$ cat config.mk
export PLATFORM = sky130hd
export DESIGN_NAME = vsm_top
export DESIGN_NICKNAME = d
export VERILOG_FILES = /design/src/core/vsm_pkg.sv /design/src/core/vsm_top.sv
export SDC_FILE = /design/constraint.sdc
export NUM_CORES = 1
export LEC_CHECK = 0
export ABC_CLOCK_PERIOD_IN_PS = 4550
export BUFFER_PORTS_ARGS = -buffer_cell sky130_fd_sc_hd__buf_2
export CAP_MARGIN = 15
export CELL_PAD_IN_SITES_DETAIL_PLACEMENT = 1
export CELL_PAD_IN_SITES_GLOBAL_PLACEMENT = 1
export CORE_ASPECT_RATIO = 0.5
export CORE_UTILIZATION = 45
export CTS_BUF_LIST = sky130_fd_sc_hd__clkbuf_16
export DETAILED_ROUTE_END_ITERATION = 7
export PLACE_DENSITY_LB_ADDON = 0.1
export RECOVER_POWER = 50
export SLEW_MARGIN = 40
export SYNTH_ARGS = -nofsm -noshare
export SYNTH_HDL_FRONTEND = slang
export SYNTH_SLANG_ARGS = --single-unit
$ cat constraint.sdc
create_clock -name mclk -period 4.55 [get_ports mclk]
set_input_delay 0.91 -clock mclk [delete_from_list [all_inputs] [get_ports mclk]]
set_output_delay 0.91 -clock mclk [all_outputs]
set_load 0.1 [all_outputs]
$ cat src/core/vsm_pkg.sv
// constants, field layouts and carrier types of the video stream debug monitor
//------------------------------------------------------------------------------
//------------------------------------------------------------------------------
package vsm_pkg;
   localparam int         CW         = 8;         // bits per colour component
   localparam int         DW         = 3 * CW;    // red, blue, green from msb
   localparam int         LW         = 13;        // pixel and line count width
   localparam logic [7:0] OFF_CTRL   = 8'h00;
   localparam logic [7:0] OFF_ERR    = 8'h08;
   localparam logic [7:0] OFF_FRM    = 8'h14;
   localparam logic [7:0] OFF_LIN    = 8'h18;
   localparam logic [7:0] OFF_PIX    = 8'h1C;
   localparam logic [7:0] OFF_SIZE   = 8'h20;
   localparam int         CTRL_BYP   = 4;
   localparam int         CTRL_PAT   = 5;
   localparam int         CTRL_SRST  = 30;
   localparam logic [31:0] CTRL_RST  = 32'h0000_0000;
   localparam logic [31:0] SRST_KEEP = 32'h4000_0000; // only reset bit survives
   localparam int         ERR_LS     = 0;
   localparam int         ERR_LL     = 1;
   localparam int         ERR_FS     = 2;
   localparam int         ERR_FL     = 3;
   localparam int         SZ_H_LSB   = 16;        // height field of size register
   localparam logic [LW-1:0] WID_RST = 13'h0780;
   localparam logic [LW-1:0] HGT_RST = 13'h0438;
   localparam logic [LW-1:0] BAR_LINES = 13'h0100;
   localparam int         BAR_SH     = 6;         // 64 pixels per bar
   localparam logic [1:0] SKIP_LINES = 2'h2;
   localparam logic [4:0] INIT_LAST  = 5'h0F;     // 16 cycles of initialisation
   localparam longint unsigned CLK_HZ   = 64'd25_000_000;
   localparam longint unsigned EVAL_HRS = 64'd8;
   localparam longint unsigned EVAL_CYC = EVAL_HRS * 64'd3600 * CLK_HZ;
   localparam logic [1:0] RESP_OK    = 2'h0;
   localparam logic [1:0] RESP_SLV   = 2'h2;
   typedef struct packed {
      logic [DW-1:0] data;
      logic          last;
      logic          sof;
   } vsm_beat_t;
   typedef enum logic [1:0] {ST_INIT = 2'b01, ST_RUN = 2'b10} vsm_st_t;
endpackage

$ cat src/core/vsm_top.sv
// stream buffer and top level of the video stream debug monitor
`timescale 1ns/1ps

//------------------------------------------------------------------------------
// stream fifo
//------------------------------------------------------------------------------
module vsm_fifo #(
   parameter int W  = 8,
   parameter int D  = 16,
   parameter int AW = $clog2(D)
) (
   input  logic          clk,
   input  logic          rst,
   input  logic [W-1:0]  wdata,
   input  logic          wvalid,
   output logic          wready,
   output logic [W-1:0]  rdata,
   output logic          rvalid,
   input  logic          rready,
   output logic [AW:0]   level
);
   logic [W-1:0]  mem [D];
   logic [AW-1:0] wp_q;
   logic [AW-1:0] rp_q;
   logic [AW:0]   cnt_q;
   logic          wr;
   logic          rd;

   function automatic logic [AW-1:0] nxt(input logic [AW-1:0] p);
      nxt = (p == AW'(D - 1)) ? '0 : p + 1'b1;
   endfunction

   // handshakes and flags
   assign wready = (cnt_q != (AW + 1)'(D));
   assign rvalid = (cnt_q != '0);
   assign wr     = wvalid & wready;
   assign rd     = rready & rvalid;
   assign rdata  = mem[rp_q];
   assign level  = cnt_q;

   // storage
   always_ff @(posedge clk) begin
      if (wr) begin
         mem[wp_q] <= wdata;
      end
   end

   // pointers and fill level
   always_ff @(posedge clk) begin
      if (rst) begin
         wp_q  <= '0;
         rp_q  <= '0;
         cnt_q <= '0;
      end else begin
         if (wr) begin
            wp_q <= nxt(wp_q);
         end
         if (rd) begin
            rp_q <= nxt(rp_q);
         end
         cnt_q <= cnt_q + (AW + 1)'(wr) - (AW + 1)'(rd);
      end
   end
endmodule

//------------------------------------------------------------------------------
// top level
//------------------------------------------------------------------------------
module vsm_top
   import vsm_pkg::*;
#(
   parameter bit              DEBUG_EN = 1'b1,
   parameter bit              EVAL     = 1'b0,
   parameter longint unsigned TMO_CYC  = EVAL_CYC,
   parameter int              DEPTH    = 16
) (
   input  logic           mclk,
   input  logic           stream_reset_n,
   input  logic           ctrl_reset_n,
   input  logic           aclken,
   input  logic [DW-1:0]  s_axis_video_tdata,
   input  logic           s_axis_video_tvalid,
   output logic           s_axis_video_tready,
   input  logic           s_axis_video_tlast,
   input  logic           s_axis_video_tuser,
   output logic [DW-1:0]  m_axis_video_tdata,
   output logic           m_axis_video_tvalid,
   input  logic           m_axis_video_tready,
   output logic           m_axis_video_tlast,
   output logic           m_axis_video_tuser,
   input  logic [7:0]     s_axi_awaddr,
   input  logic           s_axi_awvalid,
   output logic           s_axi_awready,
   input  logic [31:0]    s_axi_wdata,
   input  logic [3:0]     s_axi_wstrb,
   input  logic           s_axi_wvalid,
   output logic           s_axi_wready,
   output logic [1:0]     s_axi_bresp,
   output logic           s_axi_bvalid,
   input  logic           s_axi_bready,
   input  logic [7:0]     s_axi_araddr,
   input  logic           s_axi_arvalid,
   output logic           s_axi_arready,
   output logic [31:0]    s_axi_rdata,
   output logic [1:0]     s_axi_rresp,
   output logic           s_axi_rvalid,
   input  logic           s_axi_rready
);
   localparam int FAW = $clog2(DEPTH);

   logic            rst;
   logic            crst;
   logic            srst;
   logic            byp;
   logic            pat;
   logic [31:0]     ctrl_q;
   logic [31:0]     ctrl_d;
   logic [31:0]     size_w;
   logic [LW-1:0]   wid_q;
   logic [LW-1:0]   hgt_q;
   logic [3:0]      err_q;
   logic [3:0]      err_set;
   logic [3:0]      err_clr;
   logic [31:0]     frm_q;
   logic [31:0]     lin_q;
   logic [31:0]     pix_q;
   logic            awr_q;
   logic            bv_q;
   logic [1:0]      br_q;
   logic            arr_q;
   logic            rv_q;
   logic [1:0]      rr_q;
   logic [31:0]     rd_q;
   logic [31:0]     rd_mux;
   logic            wr_hs;
   vsm_st_t         st_q;
   logic [4:0]      ini_q;
   logic            srdy_q;
   logic            acc;
   logic            drop;
   logic            push_in;
   logic [LW-1:0]   xin_q;
   logic [LW-1:0]   yin_q;
   logic            sofs_q;
   logic [1:0]      ln_q;
   vsm_beat_t       ibeat;
   logic [LW-1:0]   gx_q;
   logic [LW-1:0]   gy_q;
   logic            gen_go;
   logic [CW-1:0]   lum;
   vsm_beat_t       gbeat;
   vsm_beat_t       f_wd;
   vsm_beat_t       f_rd;
   logic            f_wv;
   logic            f_wr;
   logic            f_rv;
   logic            f_rr;
   logic [FAW:0]    f_lvl;
   logic            mv_q;
   vsm_beat_t       mb_q;
   logic            out_hs;
   logic [39:0]     tmo_c_q;
   logic            tmo_q;

   function automatic logic [31:0] merge(input logic [31:0] o, input logic [31:0] n, input logic [3:0] s);
      for (int i = 0; i < 4; i++) begin
         merge[8*i +: 8] = s[i] ? n[8*i +: 8] : o[8*i +: 8];
      end
   endfunction

   function automatic logic mapped(input logic [7:0] a);
      mapped = a inside {OFF_CTRL, OFF_ERR, OFF_FRM, OFF_LIN, OFF_PIX, OFF_SIZE};
   endfunction

   function automatic logic [DW-1:0] bar(input logic [2:0] i);
      bar = {{CW{i[2]}}, {CW{i[1]}}, {CW{i[0]}}}; // red, blue, green
   endfunction

   // resets and mode selects
   assign rst  = ~stream_reset_n | ~ctrl_reset_n;
   assign srst = ctrl_q[CTRL_SRST];
   assign crst = rst | srst;
   assign byp  = DEBUG_EN & ctrl_q[CTRL_BYP];
   assign pat  = DEBUG_EN & ctrl_q[CTRL_PAT];

   //---------------------------------------------------------------------------
   // control port
   //---------------------------------------------------------------------------
   // write channel: one beat taken when address and data both wait
   assign wr_hs = awr_q & s_axi_awvalid & s_axi_wvalid;
   always_ff @(posedge mclk) begin
      if (rst) begin
         awr_q <= 1'b0;
         bv_q  <= 1'b0;
         br_q  <= RESP_OK;
      end else begin
         awr_q <= ~awr_q & ~bv_q & s_axi_awvalid & s_axi_wvalid;
         if (wr_hs) begin
            bv_q <= 1'b1;
            br_q <= mapped(s_axi_awaddr) ? RESP_OK : RESP_SLV;
         end else if (s_axi_bready) begin
            bv_q <= 1'b0;
         end
      end
   end

   // control register; reset bit wipes the others while held
   always_comb begin
      ctrl_d = ctrl_q;
      if (wr_hs && s_axi_awaddr == OFF_CTRL) begin
         ctrl_d = merge(ctrl_q, s_axi_wdata, s_axi_wstrb);
      end
      if (ctrl_d[CTRL_SRST]) begin
         ctrl_d = ctrl_d & SRST_KEEP;
      end
   end

   always_ff @(posedge mclk) begin
      if (rst) begin
         ctrl_q <= CTRL_RST;
      end else begin
         ctrl_q <= ctrl_d;
      end
   end

   // active size register
   assign size_w = merge({3'h0, hgt_q, 3'h0, wid_q}, s_axi_wdata, s_axi_wstrb);
   always_ff @(posedge mclk) begin
      if (crst) begin
         wid_q <= WID_RST;
         hgt_q <= HGT_RST;
      end else if (wr_hs && s_axi_awaddr == OFF_SIZE) begin
         wid_q <= size_w[LW-1:0];
         hgt_q <= size_w[SZ_H_LSB +: LW];
      end
   end

   // read mux
   always_comb begin
      case (s_axi_araddr)
         OFF_CTRL: rd_mux = ctrl_q;
         OFF_ERR:  rd_mux = {28'h0, err_q};
         OFF_FRM:  rd_mux = frm_q;
         OFF_LIN:  rd_mux = lin_q;
         OFF_PIX:  rd_mux = pix_q;
         OFF_SIZE: rd_mux = {3'h0, hgt_q, 3'h0, wid_q};
         default:  rd_mux = 32'h0;
      endcase
   end

   // read channel
   always_ff @(posedge mclk) begin
      if (rst) begin
         arr_q <= 1'b0;
         rv_q  <= 1'b0;
         rr_q  <= RESP_OK;
         rd_q  <= 32'h0;
      end else begin
         arr_q <= ~arr_q & ~rv_q & s_axi_arvalid;
         if (arr_q & s_axi_arvalid) begin
            rv_q <= 1'b1;
            rd_q <= rd_mux;
            rr_q <= mapped(s_axi_araddr) ? RESP_OK : RESP_SLV;
         end else if (s_axi_rready) begin
            rv_q <= 1'b0;
         end
      end
   end

   //---------------------------------------------------------------------------
   // input side
   //---------------------------------------------------------------------------
   // initialisation sequence after any reset
   always_ff @(posedge mclk) begin
      if (crst) begin
         st_q  <= ST_INIT;
         ini_q <= 5'h00;
      end else begin
         unique case (st_q)
            ST_INIT: begin
               ini_q <= ini_q + 5'h01;
               if (ini_q == INIT_LAST) begin
                  st_q <= ST_RUN;
               end
            end
            ST_RUN: begin
               ini_q <= ini_q;
            end
         endcase
      end
   end

   // ready lags the fill level by one cycle, so two free places are kept
   always_ff @(posedge mclk) begin
      if (crst) begin
         srdy_q <= 1'b0;
      end else begin
         srdy_q <= (st_q == ST_RUN) & (pat | (f_lvl <= (FAW + 1)'(DEPTH - 2)));
      end
   end

   assign acc     = s_axis_video_tvalid & srdy_q & aclken;
   assign drop    = xin_q >= wid_q;
   assign push_in = acc & ~pat & (byp | (~drop & (ln_q == SKIP_LINES)));

   // input beat; processed path closes the line at the programmed width
   always_comb begin
      ibeat.data = s_axis_video_tdata;
      ibeat.last = s_axis_video_tlast | (~byp & (xin_q == wid_q - 13'h1));
      ibeat.sof  = s_axis_video_tuser;
   end

   // position within line and frame, lines seen since reset
   always_ff @(posedge mclk) begin
      if (crst) begin
         xin_q  <= '0;
         yin_q  <= '0;
         sofs_q <= 1'b0;
         ln_q   <= 2'h0;
      end else if (acc) begin
         if (s_axis_video_tlast) begin
            xin_q <= '0;
         end else if (xin_q != '1) begin
            xin_q <= xin_q + 13'h1;
         end
         if (s_axis_video_tuser) begin
            yin_q  <= {12'h0, s_axis_video_tlast};
            sofs_q <= 1'b1;
         end else if (s_axis_video_tlast && yin_q != '1) begin
            yin_q <= yin_q + 13'h1;
         end
         if (s_axis_video_tlast && ln_q != SKIP_LINES) begin
            ln_q <= ln_q + 2'h1;
         end
      end
   end

   // framing checks
   always_comb begin
      err_set = 4'h0;
      if (acc) begin
         err_set[ERR_LS] = s_axis_video_tlast & ({1'b0, xin_q} + 14'h1 < {1'b0, wid_q});
         err_set[ERR_LL] = drop;
         err_set[ERR_FS] = s_axis_video_tuser & sofs_q & (yin_q < hgt_q);
         err_set[ERR_FL] = s_axis_video_tuser & sofs_q & (yin_q > hgt_q);
      end
   end

   // sticky flags, write one to clear, a new event wins over the clear
   assign err_clr = (wr_hs && s_axi_awaddr == OFF_ERR) ? s_axi_wdata[3:0] : 4'h0;
   always_ff @(posedge mclk) begin
      if (crst) begin
         err_q <= 4'h0;
      end else begin
         err_q <= (err_q & ~err_clr) | err_set;
      end
   end

   //---------------------------------------------------------------------------
   // test pattern
   //---------------------------------------------------------------------------
   assign gen_go = pat & aclken & f_wr & (st_q == ST_RUN);
   assign lum    = gx_q[CW-1:0] + gy_q[CW-1:0];

   always_comb begin
      gbeat.sof  = (gx_q == '0) && (gy_q == '0);
      gbeat.last = (gx_q == wid_q - 13'h1);
      gbeat.data = (gy_q < BAR_LINES) ? bar(gx_q[BAR_SH +: 3]) : {3{lum}};
   end

   // raster counters restart whenever the pattern is switched on
   always_ff @(posedge mclk) begin
      if (crst | ~pat) begin
         gx_q <= '0;
         gy_q <= '0;
      end else if (gen_go) begin
         if (gbeat.last) begin
            gx_q <= '0;
            gy_q <= (gy_q >= hgt_q - 13'h1) ? '0 : gy_q + 13'h1;
         end else begin
            gx_q <= gx_q + 13'h1;
         end
      end
   end

   //---------------------------------------------------------------------------
   // buffer and output stage
   //---------------------------------------------------------------------------
   assign f_wv = pat ? gen_go : push_in;
   assign f_wd = pat ? gbeat : ibeat;

   vsm_fifo #(
      .W ($bits(vsm_beat_t)),
      .D (DEPTH)
   ) u_fifo (
      .clk    (mclk),
      .rst    (crst),
      .wdata  (f_wd),
      .wvalid (f_wv),
      .wready (f_wr),
      .rdata  (f_rd),
      .rvalid (f_rv),
      .rready (f_rr),
      .level  (f_lvl)
   );

   assign f_rr   = aclken & (~mv_q | m_axis_video_tready);
   assign out_hs = mv_q & m_axis_video_tready & aclken;

   // output register
   always_ff @(posedge mclk) begin
      if (crst) begin
         mv_q <= 1'b0;
         mb_q <= '0;
      end else if (f_rr) begin
         mv_q <= f_rv;
         if (f_rv) begin
            mb_q      <= f_rd;
            mb_q.data <= tmo_q ? '0 : f_rd.data;
         end
      end
   end

   // throughput counters
   always_ff @(posedge mclk) begin
      if (crst) begin
         frm_q <= 32'h0;
         lin_q <= 32'h0;
         pix_q <= 32'h0;
      end else if (out_hs) begin
         pix_q <= pix_q + 32'h1;
         if (mb_q.last) begin
            lin_q <= lin_q + 32'h1;
         end
         if (mb_q.sof) begin
            frm_q <= frm_q + 32'h1;
         end
      end
   end

   // evaluation timeout
   always_ff @(posedge mclk) begin
      if (rst) begin
         tmo_c_q <= 40'h0;
         tmo_q   <= 1'b0;
      end else if (EVAL && !tmo_q) begin
         tmo_c_q <= tmo_c_q + 40'h1;
         if (tmo_c_q == 40'(TMO_CYC - 64'd1)) begin
            tmo_q <= 1'b1;
         end
      end
   end

   // port drive
   assign s_axis_video_tready = srdy_q;
   assign m_axis_video_tvalid = mv_q;
   assign m_axis_video_tdata  = mb_q.data;
   assign m_axis_video_tlast  = mb_q.last;
   assign m_axis_video_tuser  = mb_q.sof;
   assign s_axi_awready       = awr_q;
   assign s_axi_wready        = awr_q;
   assign s_axi_bvalid        = bv_q;
   assign s_axi_bresp         = br_q;
   assign s_axi_arready       = arr_q;
   assign s_axi_rvalid        = rv_q;
   assign s_axi_rresp         = rr_q;
   assign s_axi_rdata         = rd_q;
endmodule

==> flow_summary_export.csv <==
group,metric,value,unit
status,status,"finished, violations left",
status,violations,"capacitance limit, slew limit",
power,internal_power,10.1,mW
critical_path,r2r_setup_slack,0.68,ns
critical_path,r2r-start,"wid_q[1]",
power,pwr-share-clk,39.7,%
power,power_density,374,nW/um^2
clocking,clk_pin_slew,0.06,ns
power,p_leak,12.0,nW
clocking,clock_sinks,715,
critical_path,start_kind,"primary input",
place,io_buffers,155,
place,pre_cts_slack,0.683,ns
yosys,ys_seq_area_share,57.8,%
clocking,clock-root-buffer,"clkbuf_16",
routing,wl_per_cell,23.4,um
layout,nets,2990,
routing,ant_nets,0,
routing,drtPass1Iterations,6,
floorplanning,design.core.area,69600,um^2
layout,layout-area-overhead-vs-synth,12.5,%
clocking,worst_skew_pair.late_latency,0.65,ns
yosys,synth_area_leader_cell,"edfxtp_1",
timing,tns,0,ns
timing,final.setup_skew,0.0288,ns
power,total_power,13.4,mW
yosys,yosys_warnings,0,
clocking,cts_tree,"built",
timing,max_freq,245,MHz
layout,drive_above_1_share,14.2,%
power,comb_power_share,8.7,%
routing,avgViaCountPerCell,5.74,
routing,vias,21861,
yosys,synth_adder_area_share,3.53,%
floorplanning,die-area,72200,um^2
clocking,cts_setup_buffers,0,
timing,fin_crit_sh,89.7,%
clocking,ctsHtreeMaxLevel,3,
critical_path,crit_fanout,44,
timing,fin_crit,4.08,ns
yosys,ys_async_sr_fraction,0,%
critical_path,reg2reg_to,"gy_q[9]",
worst_hold_path,holdPathStages,2,
floorplanning,initial_utilization,45.9,%
place,gp_congestion,0.875,
worst_hold_path,hold_path.startpoint,"ctrl_q[10]",
routing,drtIter0Drc,1435,
floorplanning,die_x,379,um
clocking,clock_path_buffers,3,
place,dp_hpwl,60.9,mm
power,vdd_drop_max,0.000314,V
yosys,ys_ff_latch,715,
floorplanning,row_count,68,
yosys,synth_flop_cell,"edfxtp_1",
global_routing,grtUsageTotal,25.0,%
routing,routed_wirelength,89.2,mm
power,pwr-share-seq,51.6,%
global_routing,grt_max_degree,51,
run,max-cap-violations,2,
yosys,synth_xor_area_share,4.47,%
timing,setup_ws,0.470,ns
floorplanning,die_y,190,um
timing,slew_viol_final,58,
layout,fin_util,51.6,%
critical_path,cp.required,5.03,ns
routing,route.detailed.drc,0,
yosys,synth_top_family_by_area,"simple AND/OR/NAND/NOR gates",
global_routing,antenna_found_initial,1,
timing,worst_slew_pin_slew,2.11,ns
global_routing,grt_pass1_vias,22141,
yosys,synth_cells,2649,
yosys,netlist_area,32000,um^2
timing,slew-limit-headroom,-40.8,%
critical_path,r2r_cells,10,
global_routing,grt_overflow,0,
timing,rsz0062_at_grt,"false",
clocking,ctsResizeCount,0,
worst_hold_path,hold_end,"ctrl_q[10]",
critical_path,critPathCaptureType,"flop",
layout,antennaDiodeCount,0,
yosys,synth_top_cell_area_share,39.1,%
yosys,synth_edf_count,416,
clocking,postCtsHoldBufs,0,
floorplanning,io_pins,158,
power,p_switching,3.35,mW
timing,setup_viol,0,
timing,finalHoldViolations,0,
critical_path,arrival,4.56,ns
yosys,synth_cell_types,69,
worst_hold_path,hold_class,"reg2reg",
yosys,synth_top_cells_by_area,"edfxtp_1 39%, dfxtp_1 19%, mux4_2 9.2%",
critical_path,worstSetupPathType,"in2reg",
yosys,syn_area_per_cell,12.1,um^2
power,p_sw_share,24.9,%
yosys,synth.area.mux_share,11.3,%
clocking,cts_buffers,66,
yosys,synth_simple_gate_area_share,12.9,%
global_routing,grt_first_pass_wirelength,136,mm
yosys,synth_compound_area_share,7.23,%
cell type report:
| cell class | instances | area (um^2) |
|---|---|---|
| clock buffer | 67 | 1680 |
| multi-input combinational | 1710 | 12600 |
| tap | 945 | 1180 |
| clock inverter | 50 | 308 |
| sequential | 715 | 18500 |
| inverter | 76 | 285 |
| timing repair buffer | 243 | 1350 |
| fill | 7255 | 33700 |
Yosys cell counts (all sizes together) (8+ instances only):
cell type,count
a31oi,27
nor2,269
nor2b,14
or4,10
nand2b,12
o31ai,11
nand3,136
o22ai,26
o21ai,56
nand4,40
ha,87
mux2i,62
nor4,21
clkbuf,116
a21oi,195
nor3,36
xnor2,66
mux4,130
a21o,11
or3,22
edfxtp,416
buf,33
inv,76
and2,18
dfxtp,299
and3,39
xor2,97
and4,8
nand2,211
state kept, by name, indices dropped and copies added, names as in the netlist, 24 cells and up:
register            flops
s_axi_rdata            32
u_fifo.mem            416
m_axis_video_tdata     24
lin_q                  32
frm_q                  32
pix_q                  32
ctrl_q                 32
stage by stage:
| stage | std cells | cell area [um^2] | hold slack [ns] |
|---|---|---|---|
| 6_report | 3806 | 35900 | 0.455 |
| 5_1_grt | 3806 | 35900 | 0.474 |
| 4_1_cts | 3805 | 36100 | 0.455 |
| 3_5_place_dp | 3688 | 34100 | 0.442 |
| 3_3_place_gp | 3688 | 34100 | 0.438 |
| 2_1_floorplan | 2650 | 32000 | 0.432 |
power by group through the flow:
| stage | Sequential [mW] | Clock [mW] | Combinational (mW) |
|---|---|---|---|
| after floorplan | 7.22 | 0 | 0.682 |
| after global placement | 7.08 | 0 | 1.18 |
| after detailed placement | 7.08 | 0 | 1.21 |
| after CTS | 6.93 | 5.45 | 1.21 |
| after global routing | 6.94 | 5.67 | 1.26 |
| final | 6.93 | 5.33 | 1.16 |
per-layer routing:
metal  GRT usage, %  up-vias  routed length (um)
met5              0        -                   0
met2           41.8      432               43200
met3           3.41      135                3580
li1               -    10109                   -
met1           33.8    11185               39900
met4           8.11        0                2470
critical path, stage by stage:
cell,delay [ns]
buf_2,0.10
nand2_1,0.08
clkbuf_1,1.51
or2_2,1.14
clkbuf_2,0.60
a21oi_1,0.17
cell families (layout without fill, tap and decap cells):
logic type,count (synthesis),count (layout)
simple gates,866,866
flops,715,715
xor+xnor,163,163
mux,198,198
fa+ha+maj,89,89
other cells,1,2
buf+inv,225,436
compound gates,392,392
worst max-delay path by stage:
stage / end / startpoint
after floorplan: u_fifo.mem[7][0] / wid_q[5]
final: wid_q[0] / ctrl_reset_n
after global routing: s_axis_video_tready / ctrl_reset_n
after global placement: gy_q[12] / wid_q[1]
after CTS: gy_q[9] / wid_q[1]
after detailed placement: gy_q[9] / wid_q[1]
placed cells by master, fill, tap and decap left out, types with 8 or more instances in the layout:
cell type	n
clkinv_2	8
and2_1	13
xor2_1	97
clkbuf_1	89
o21ai_0	55
o31ai_1	11
nand4_1	40
a21oi_1	195
and4_1	8
nor3_1	35
and3_1	35
or4_1	9
a21o_1	11
buf_4	58
nor2_1	266
ha_1	87
nand2b_1	12
edfxtp_1	416
o22ai_1	26
clkbuf_16	67
mux2i_1	62
inv_1	95
dfxtp_1	294
buf_2	86
xnor2_1	66
nor2b_1	14
nor4_1	19
or3_1	22
a31oi_1	27
nand2_1	211
nand3_1	136
clkinv_1	17
mux4_2	130
Note: power is estimated with default switching activity, not from simulation.
